$ cat src/pkg/uic_pkg.sv
/*
 * Constants, types and carriers for the interface control register bank
 * of a ULPI transceiver.
 * Assumes a ULPI protocol engine that decodes register accesses into
 * an address, a data byte and one-cycle read and write strobes.
 */
package uic_pkg;

  // ****************************************************************
  // register map
  // ****************************************************************
  localparam logic [5:0] UIC_ADDR_WRITE = 6'h07;
  localparam logic [5:0] UIC_ADDR_SET   = 6'h08;
  localparam logic [5:0] UIC_ADDR_CLEAR = 6'h09;
  localparam logic [7:0] UIC_CTRL_RESET = 8'h00;

  // ****************************************************************
  // field positions of interface_control
  // ****************************************************************
  localparam int UIC_BIT_PROTECT_DISABLE = 7;
  localparam int UIC_BIT_PASS_THROUGH    = 6;
  localparam int UIC_BIT_INVERT          = 5;
  localparam int UIC_BIT_RESERVED_HI     = 4;
  localparam int UIC_BIT_CLOCK_SUSPEND_N = 3;
  localparam int UIC_BIT_RESERVED_LO     = 2;
  localparam int UIC_BIT_THREE_WIRE      = 1;
  localparam int UIC_BIT_SIX_WIRE        = 0;

  // ****************************************************************
  // synchroniser reset level
  // ****************************************************************
  localparam logic [1:0] UIC_SYNC_RESET = 2'h0;

  // ****************************************************************
  // types
  // ****************************************************************
  typedef enum logic [1:0] {
    UIC_PROT_OFF   = 2'b00,
    UIC_PROT_WATCH = 2'b01,
    UIC_PROT_CLAMP = 2'b10
  } uic_prot_e;

  typedef struct packed {
    logic [5:0] addr;
    logic [7:0] wdata;
    logic       wr;
    logic       rd;
  } uic_regacc_s;

  typedef struct packed {
    logic [7:0] rdata;
    logic       rd_valid;
    logic       rd_hit;
  } uic_regans_s;

endpackage : uic_pkg

$ cat src/design/uic_sync.sv
/*
 * Two-flop synchroniser for pin levels.
 * Assumes the inputs are quasi-static levels from outside ref_clk_i.
 */
`timescale 1ns/1ps
`default_nettype none

module uic_sync #(
  parameter int WIDTH = 2
) (
  input  wire logic             ref_clk_i,  // core clock
  input  wire logic             rst_i,      // synchronous reset, high
  input  wire logic [WIDTH-1:0] async_i,    // pin levels
  output var  logic [WIDTH-1:0] sync_o      // synchronised levels
);

  typedef struct packed {
    logic [WIDTH-1:0] first;
    logic [WIDTH-1:0] second;
  } uic_sync_s;

  uic_sync_s st;
  uic_sync_s next_st;

  // ****************************************************************
  // two stages, the first is read only by the second
  // ****************************************************************
  always_comb begin
    next_st.first  = async_i;
    next_st.second = st.first;
  end

  always_ff @(posedge ref_clk_i) begin
    if (rst_i) begin
      st <= '0;
    end else begin
      st <= next_st;
    end
  end

  assign sync_o = st.second;

endmodule : uic_sync

`default_nettype wire

$ cat src/design/uic_interface_control.sv
/*
 * Interface control register bank of a ULPI transceiver: register
 * storage with write, set and clear accesses, the interface protect
 * circuit, fault indicator path and clock power control.
 * Assumes register accesses arrive already decoded from ULPI on
 * ref_clk_i, and that STP and the fault pin are raw pin levels.
 */
`timescale 1ns/1ps
`default_nettype none

module uic_interface_control (
  input  wire logic               ref_clk_i,         // core clock
  input  wire logic               rst_i,             // sync reset, high
  input  wire uic_pkg::uic_regacc_s reg_req_i,       // register access
  output var  uic_pkg::uic_regans_s reg_ans_o,       // read answer
  input  wire logic               stp_pin_i,         // stp pin level
  input  wire logic               stp_expected_i,    // stp legal now
  input  wire logic               fault_pin_i,       // fault pin level
  output var  logic               stp_pullup_en_o,   // weak stp pull-up
  output var  logic               data_pulldown_en_o,// weak data pulls
  output var  logic               link_released_o,   // link let go
  output var  logic               fault_report_o,    // reported fault
  output var  logic               clock_power_o,     // clock powered
  output var  logic               three_wire_mode_o, // 3-wire select
  output var  logic               six_wire_mode_o,   // 6-wire select
  output var  logic               mode_conflict_o,   // both modes set
  output var  logic               pass_through_o,    // indicator bit
  output var  logic [7:0]         interface_control_o // register value
);

  typedef struct packed {
    logic [7:0]         interface_control;
    uic_pkg::uic_prot_e prot;
    uic_pkg::uic_regans_s ans;
    logic               stp_pullup;
    logic               data_pulldown;
    logic               link_released;
    logic               fault_report;
    logic               clock_power;
    logic               three_wire;
    logic               six_wire;
    logic               mode_conflict;
    logic               pass_through;
  } uic_state_s;

  // ****************************************************************
  // pin synchronisers
  // ****************************************************************
  logic [1:0] pins_s;
  logic       stp_s;
  logic       fault_s;

  uic_sync #(
    .WIDTH (2)
  ) u_sync (
    .ref_clk_i (ref_clk_i),
    .rst_i     (rst_i),
    .async_i   ({stp_pin_i, fault_pin_i}),
    .sync_o    (pins_s)
  );

  assign stp_s   = pins_s[1];
  assign fault_s = pins_s[0];

  // ****************************************************************
  // state
  // ****************************************************************
  uic_state_s st;
  uic_state_s next_st;
  logic       hit;
  logic       disable_n;
  logic       serial;
  logic       unexpected;

  always_comb begin
    next_st = st;
    hit = (reg_req_i.addr >= uic_pkg::UIC_ADDR_WRITE) &&
          (reg_req_i.addr <= uic_pkg::UIC_ADDR_CLEAR);

    // read answer shows the value before any write in the same cycle
    next_st.ans.rd_valid = reg_req_i.rd;
    next_st.ans.rd_hit   = reg_req_i.rd && hit;
    if (reg_req_i.rd && hit) begin
      next_st.ans.rdata = st.interface_control;
    end else begin
      next_st.ans.rdata = 8'h00;
    end

    // write, set and clear; reserved bits store but drive nothing
    if (reg_req_i.wr) begin
      if (reg_req_i.addr == uic_pkg::UIC_ADDR_WRITE) begin
        next_st.interface_control = reg_req_i.wdata;
      end else if (reg_req_i.addr == uic_pkg::UIC_ADDR_SET) begin
        next_st.interface_control =
          st.interface_control | reg_req_i.wdata;
      end else if (reg_req_i.addr == uic_pkg::UIC_ADDR_CLEAR) begin
        next_st.interface_control =
          st.interface_control & ~reg_req_i.wdata;
      end
    end

    disable_n = !next_st.interface_control[
      uic_pkg::UIC_BIT_PROTECT_DISABLE];
    unexpected = stp_s && !stp_expected_i;

    // interface protect circuit
    case (st.prot)
      uic_pkg::UIC_PROT_OFF: begin
        if (disable_n) begin
          next_st.prot = uic_pkg::UIC_PROT_WATCH;
        end
      end
      uic_pkg::UIC_PROT_WATCH: begin
        if (!disable_n) begin
          next_st.prot = uic_pkg::UIC_PROT_OFF;
        end else if (unexpected) begin
          next_st.prot = uic_pkg::UIC_PROT_CLAMP;
        end
      end
      uic_pkg::UIC_PROT_CLAMP: begin
        if (!disable_n) begin
          next_st.prot = uic_pkg::UIC_PROT_OFF;
        end else if (!unexpected) begin
          next_st.prot = uic_pkg::UIC_PROT_WATCH;
        end
      end
      default: begin
        next_st.prot = uic_pkg::UIC_PROT_WATCH;
      end
    endcase

    next_st.stp_pullup    = (next_st.prot != uic_pkg::UIC_PROT_OFF);
    next_st.data_pulldown =
      (next_st.prot == uic_pkg::UIC_PROT_CLAMP);
    next_st.link_released = next_st.data_pulldown;

    // fault path: only the invert bit acts, no bus-valid gating
    next_st.fault_report = fault_s ^ next_st.interface_control[
      uic_pkg::UIC_BIT_INVERT];
    next_st.pass_through = next_st.interface_control[
      uic_pkg::UIC_BIT_PASS_THROUGH];

    // serial mode selects and clock power
    next_st.three_wire = next_st.interface_control[
      uic_pkg::UIC_BIT_THREE_WIRE];
    next_st.six_wire   = next_st.interface_control[
      uic_pkg::UIC_BIT_SIX_WIRE];
    next_st.mode_conflict =
      next_st.three_wire && next_st.six_wire;
    serial = next_st.three_wire || next_st.six_wire;
    next_st.clock_power = !serial || next_st.interface_control[
      uic_pkg::UIC_BIT_CLOCK_SUSPEND_N];
  end

  // ****************************************************************
  // register the state
  // ****************************************************************
  always_ff @(posedge ref_clk_i) begin
    if (rst_i) begin
      st.interface_control <= uic_pkg::UIC_CTRL_RESET;
      st.prot              <= uic_pkg::UIC_PROT_WATCH;
      st.ans               <= '0;
      st.stp_pullup        <= 1'b1;
      st.data_pulldown     <= 1'b0;
      st.link_released     <= 1'b0;
      st.fault_report      <= 1'b0;
      st.clock_power       <= 1'b1;
      st.three_wire        <= 1'b0;
      st.six_wire          <= 1'b0;
      st.mode_conflict     <= 1'b0;
      st.pass_through      <= 1'b0;
    end else begin
      st <= next_st;
    end
  end

  // ****************************************************************
  // outputs
  // ****************************************************************
  assign reg_ans_o           = st.ans;
  assign stp_pullup_en_o     = st.stp_pullup;
  assign data_pulldown_en_o  = st.data_pulldown;
  assign link_released_o     = st.link_released;
  assign fault_report_o      = st.fault_report;
  assign clock_power_o       = st.clock_power;
  assign three_wire_mode_o   = st.three_wire;
  assign six_wire_mode_o     = st.six_wire;
  assign mode_conflict_o     = st.mode_conflict;
  assign pass_through_o      = st.pass_through;
  assign interface_control_o = st.interface_control;

endmodule : uic_interface_control

`default_nettype wire

$ cat config.mk
export PLATFORM = sky130hd
export DESIGN_NAME = uic_interface_control
export DESIGN_NICKNAME = d
export VERILOG_FILES = /design/src/pkg/uic_pkg.sv /design/src/design/uic_sync.sv /design/src/design/uic_interface_control.sv
export SDC_FILE = /design/constraint.sdc
export NUM_CORES = 1
export LEC_CHECK = 0
export ABC_AREA = 1
export BUFFER_PORTS_ARGS = -buffer_cell sky130_fd_sc_hd__buf_2
export CORE_AREA = 2 2 55 57
export DETAILED_ROUTE_END_ITERATION = 7
export DIE_AREA = 0 0 57 59
export PLACE_DENSITY_LB_ADDON = 0.2
export SYNTH_ARGS = -nofsm -noshare
export SYNTH_HDL_FRONTEND = slang
export SYNTH_HIERARCHICAL = 1
export SYNTH_SLANG_ARGS = --single-unit
export TNS_END_PERCENT = 1
$ cat constraint.sdc
create_clock -name ref_clk_i -period 2.09 [get_ports ref_clk_i]
set_input_delay 0.209 -clock ref_clk_i [delete_from_list [all_inputs] [get_ports ref_clk_i]]
set_output_delay 0.209 -clock ref_clk_i [all_outputs]
set_load 0.01 [all_outputs]
==> out/qor.txt, run 1 <==
Status -> complete, no violations
Clock transition at the registers of the reported paths -> 0.08 ns
Total CTS buffers -> 5
Max Cap Viol -> 0
Largest area contributor in the netlist -> dfxtp_1
Vias in the first global route -> 1167
Placed Area -> 1540 um2
Row Count -> 19
Synthesized Nets -> 212
Pint -> 0.791 mW
Initial core utilization -> 0.524
R2R Setup Slk -> 1.08 ns
Most common cell after layout, fill and taps aside -> buf_2
Worst-path cell chain -> buf_2
Final Critical Period -> 1.06 ns
Critical Path Source Type -> flop
WL met3 -> 195 um
Worst flop-to-flop path endpoint -> interface_control_o[2]
Reg2Reg Depth -> 8
Clk_skew -> 0.00452 ns
Pleak -> 0.862 nW
Sequential share of power -> 0.544
Post-CTS Hold Fix Bufs -> 0
Sw Ratio -> 0.237
Relative slew slack -> 0.814
Max layer used -> met4
WL met2 -> 1360 um
Crit end category -> output pin
WL final -> 2620 um
Port Buffers -> 47
GR Overflow Total -> 0
Postcts setup bufs -> 0
Avg Inst Size Synth -> 7.43 um2
Max Slew Vio Count -> 0
Fraction of power consumed by the clock network -> 0.362
Initial antenna violation count -> 0
Setup-failing EPs final -> 0
Critical Path RT -> 1.88 ns
Peak supply drop -> 0.000514 V
CP Class -> reg -> out
Worst Hold End -> u_sync/next_st[0]
Met1 WL -> 1030 um
Largest net degree at the start of global routing -> 15
Core footprint -> 2710 um2
Root buffer selected by CTS -> clkbuf_4
Wire per inst -> 10.2 um
Drt first-iter violations -> 19
Final Hold Fails -> 0
Vias per std cell -> 4.66
Post-synth top area share -> 0.409
Routed vias -> 1193
Routed Antenna Nets -> 0
Drt first pass iters -> 4
Layout net count -> 245
ANT cells -> 0
Die Y -> 59 um
Layout cells sized above 1 -> 0.347
Cells on Worst Hold Path -> 3
CTS tree -> built
YS warnings -> 6
Sw power -> 0.246 mW
TNS Setup -> 0 ns
Syn-to-layout area delta -> 13.6%
Logic pwr share -> 0.093
Highest Clock Rate -> 0.944 GHz
Yosys reg bits -> 29
Worst Hold Launch -> fault_pin_i
Worst-path maximum fanout -> 4
# resized after CTS -> 0
# clock sinks -> 29
Power Density -> 643 nW/um2
Final hold slack -> 0.0937 ns
CP delay by family, top -> flip-flops
Commonest non-fill, non-tap cells in the layout -> buf_2 (47), nand2_1 (34), nor2_1 (29), dfxtp_1 (29), inv_1 (28)
Worst path bufs/invs -> 1
Slew @ Worst Pin -> 0.278 ns
Critical path's largest stage delay -> 0.38 ns
H-tree depth -> 2
Residual DRC -> 0
Die extent in x -> 57 um
DIE AREA -> 3360 um2
Worst skew pair latency -> 0.32 ns
Placed Cells -> 248
Arrival @ worst endpoint -> 0.85 ns
Post-synth cell types -> 22
Crit share post-route -> 0.507
DPL Wire Length -> 2090 um
First-pass GRT wire length -> 4620 um
Seq/Total Area, Yosys -> 0.409
Synthesized area -> 1420 um2
Syn Inst Count -> 191
Type of the worst min-delay path -> in -> reg
Largest cells by area after synthesis -> dfxtp_1 (41%), buf_4 (10%), nand2_1 (9.0%), nor2_1 (7.7%), inv_1 (7.4%)
Clk buf depth -> 2
RSZ-0062 raised after global routing -> no
Crit-path slowest cell -> dfxtp_1
Fin area -> 1610 um2
GP Congestion -> 0.753
Reg2reg start -> interface_control_o[2]
Final Non-Filler Cells -> 256
Ports -> 48
GRT Total Usage -> 0.178
[worst max-delay path by stage]
stage / startpoint / endpoint / slack [ns] / depth (start not counted)
4_1_cts: interface_control_o[1] / interface_control_o[1] / 1.00 / 1
3_3_place_gp: reg_req_i[14] / stp_pullup_en_o / 0.88 / 7
3_5_place_dp: reg_req_i[14] / interface_control_o[2] / 0.84 / 9
2_1_floorplan: reg_req_i[14] / stp_pullup_en_o / 1.07 / 6
6_report: interface_control_o[1] / interface_control_o[1] / 1.03 / 1
5_1_grt: interface_control_o[2] / interface_control_o[2] / 0.94 / 8
[final cells by class]
type | count | area, um2
Multi-Input combinational cell | 109 | 567
Tap cell | 31 | 38.8
Inverter | 32 | 120
Clock buffer | 7 | 65.1
Timing Repair Buffer | 47 | 235
Clock inverter | 1 | 5.00
Fill cell | 266 | 1100
Sequential cell | 29 | 581
[cell families after synthesis]
family                 Yosys count  synth area share
AND/OR/NAND/NOR                103             0.374
buffers and inverters           53             0.191
flip-flops                      29             0.409
AO/OA/AOI/OAI                    6            0.0256
[stage by stage]
stage                     utilization  total power, mW  setup slack (ns)
after floorplan                     -            0.637              1.07
after global routing            0.595             1.09             0.936
final                           0.595             1.04              1.03
after detailed placement        0.569            0.674             0.837
after CTS                       0.595             1.05              1.00
after global placement          0.569            0.671             0.879
[flip-flops by register name (all words and copies together), names as in the netlist]
signal,count
reg_ans_o,10
clock_power_o,1
u_sync/sync_o,2
st,2
link_released_o,1
stp_pullup_en_o,1
u_sync/next_st,2
mode_conflict_o,1
interface_control_o,8
fault_report_o,1
[cells in the mapped netlist, drive strengths merged]
cell type,n
o21ai,1
nor3,2
o211ai,1
nand4,3
nor2,36
a21oi,4
nand2,39
nand3b,2
buf,20
inv,32
clkbuf,1
nand3,21
dfxtp,29
[power groups by stage]
stage | Sequential, mW | Clock [mW] | Combinational (mW)
2_1_floorplan | 0.578 | 0 | 0.0596
3_3_place_gp | 0.577 | 0 | 0.0938
3_5_place_dp | 0.578 | 0 | 0.0969
4_1_cts | 0.565 | 0.391 | 0.0972
5_1_grt | 0.566 | 0.416 | 0.109
6_report | 0.564 | 0.376 | 0.0965
[routing by layer]
layer / global-route usage / vias to the layer above
met5: 0 / -
met2: 0.328 / 36
met1: 0.179 / 523
met4: 0.0930 / 0
met3: 0.0590 / 5
li1: - / 629
Power figures use the tool's default switching activity.
==> inputs of run 2 (changes only) <==
CORE_AREA = 2 2 57 59   (was 2 2 55 57)
DIE_AREA = 0 0 59 61   (was 0 0 57 59)
clock period = 1.05 ns   (was 2.09 ns; I/O delays follow)
==> out/qor.txt, run 2 (synthesized netlist as in run 1, its figures left out) <==
Arrival @ worst endpoint -> 0.87 ns (+0.02 ns)
Critical Path Source Type -> flop
Slew @ Worst Pin -> 0.260 ns (-0.0180 ns)
Vias per std cell -> 4.56 (-2.1%)
Die Y -> 61 um (+3.4%)
CTS tree -> built
RSZ-0062 raised after global routing -> no
Worst skew pair latency -> 0.33 ns (about the same)
Root buffer selected by CTS -> clkbuf_4
Wire per inst -> 10.5 um (+2.6%)
Total CTS buffers -> 5 (unchanged)
Max Cap Viol -> 0 (unchanged)
Syn-to-layout area delta -> 23.8%
Highest Clock Rate -> 1.03 GHz
Critical Path RT -> 0.94 ns (-0.94 ns)
Pint -> 1.79 mW (+130%)
Crit share post-route -> 0.928
Status -> complete, no violations
Commonest non-fill, non-tap cells in the layout -> buf_2 (47), nand2_1 (34), dfxtp_1 (27)
Sw Ratio -> 0.229 (-0.00766)
H-tree depth -> 2 (unchanged)
Dpl ws -> -0.100 ns (-0.938 ns)
Core footprint -> 2950 um2 (+9.0%)
Total power -> 2.32 mW (+120%)
Initial core utilization -> 0.481 (-0.0430)
Worst setup margin -> 0.0753 ns (-0.956 ns)
Critical path's largest stage delay -> 0.39 ns (about the same)
Max reg flops -> 10 (unchanged)
Most common cell after layout, fill and taps aside -> buf_2
Placed Area -> 1630 um2 (+5.8%)
Final Critical Period -> 0.975 ns
Clk buf depth -> 2 (unchanged)
Drt first pass iters -> 4 (unchanged)
Ports -> 48 (unchanged)
Worst-path cell chain -> buf_2
Sw power -> 0.532 mW (+120%)
Residual DRC -> 0 (unchanged)
Final core area utilization -> 0.595 (about the same)
Drt first-iter violations -> 28 (+9)
Clk_skew -> 0.00309 ns (-0.00142 ns)
Final Hold Fails -> 0 (unchanged)
Initial antenna violation count -> 0 (unchanged)
Vias in the first global route -> 1128 (-3.3%)
Power Density -> 1320 nW/um2 (+110%)
Largest net degree at the start of global routing -> 10 (-5)
Layout net count -> 258 (+5.3%)
Routed Antenna Nets -> 0 (unchanged)
Relative slew slack -> 0.826 (+0.0120)
Fraction of power consumed by the clock network -> 0.415 (+0.053)
Worst path bufs/invs -> 1 (unchanged)
GP Congestion -> 0.797 (+5.9%)
First-pass GRT wire length -> 4620 um (+0.15%)
Port Buffers -> 47 (unchanged)
Crit end category -> output pin
Peak supply drop -> 0.000690 V (+34%)
Final hold slack -> 0.0261 ns (-0.0676 ns)
Die extent in x -> 59 um (+3.5%)
Pleak -> 0.930 nW (+7.8%)
Fin area -> 1760 um2 (+9.0%)
Row Count -> 20 (+1)
Postcts setup bufs -> 0 (unchanged)
GR Overflow Total -> 0 (unchanged)
CP delay by family, top -> flip-flops
# clock sinks -> 29 (unchanged)
CP Class -> reg -> out
Sequential share of power -> 0.485 (-0.059)
Clock transition at the registers of the reported paths -> 0.09 ns (about the same)
Type of the worst min-delay path -> in -> reg
ANT cells -> 0 (unchanged)
Layout cells sized above 1 -> 0.395 (+0.0483)
Max Slew Vio Count -> 0 (unchanged)
Fill count -> 288 (+8.3%)
Routed vias -> 1236 (+3.6%)
Setup-failing EPs final -> 0 (unchanged)
DPL Wire Length -> 2110 um (+1.0%)
WL final -> 2840 um (+8.6%)
Crit-path slowest cell -> dfxtp_1
Logic pwr share -> 0.100 (+0.007)
GRT Total Usage -> 0.181 (+0.00235)
DIE AREA -> 3600 um2 (+7.0%)
Worst-path maximum fanout -> 4 (unchanged)
run 2: final timing paths:
kind,startpoint,to,slack (ns),depth (start not counted)
max,interface_control_o[1],interface_control_o[1],0.08,1
min,rst_i,u_sync/sync_o[0],0.03,2
max reg2reg,interface_control_o[2],interface_control_o[2],0.10,8
min reg2reg,u_sync/next_st[1],u_sync/sync_o[1],0.41,2
run 2: per-layer routing:
metal	wire length [um]	global-route usage	vias up
met5	0	0	-
met2	1410	0.317	37
li1	-	-	656
met3	157	0.0725	2
met4	24	0.0877	0
met1	1250	0.189	541
run 2: final cells by class:
type	count	area, um2	area share
Tap cell	33	41.3	0.0235
Clock buffer	7	55.1	0.0313
Clock inverter	1	30.0	0.0171
Sequential cell	29	583	0.332
Multi-Input combinational cell	109	574	0.327
Timing Repair Buffer	60	353	0.201
Inverter	32	120	0.0684
run 2: timing repair:
item | in CTS | in global routing
resized for setup | 0 | 7
hold buffers | 2 | 1
endpoints found under the hold margin | 2 | 1
setup endpoints to repair | 0 | 2
run 2: per-stage QoR:
stage                     cells  TNS [ns]
after floorplan             191         0
after global placement      260    -0.483
after detailed placement    260    -0.639
after CTS                   270         0
after global routing        271         0
final                       271         0
run 2: power groups by stage:
stage                     logic (mW)  clock network [mW]  registers [mW]
after floorplan                0.119                   0            1.15
after global placement         0.219                   0            1.15
after detailed placement       0.222                   0            1.15
after CTS                      0.228               0.988            1.12
after global routing           0.258                1.03            1.13
final                          0.232               0.964            1.12
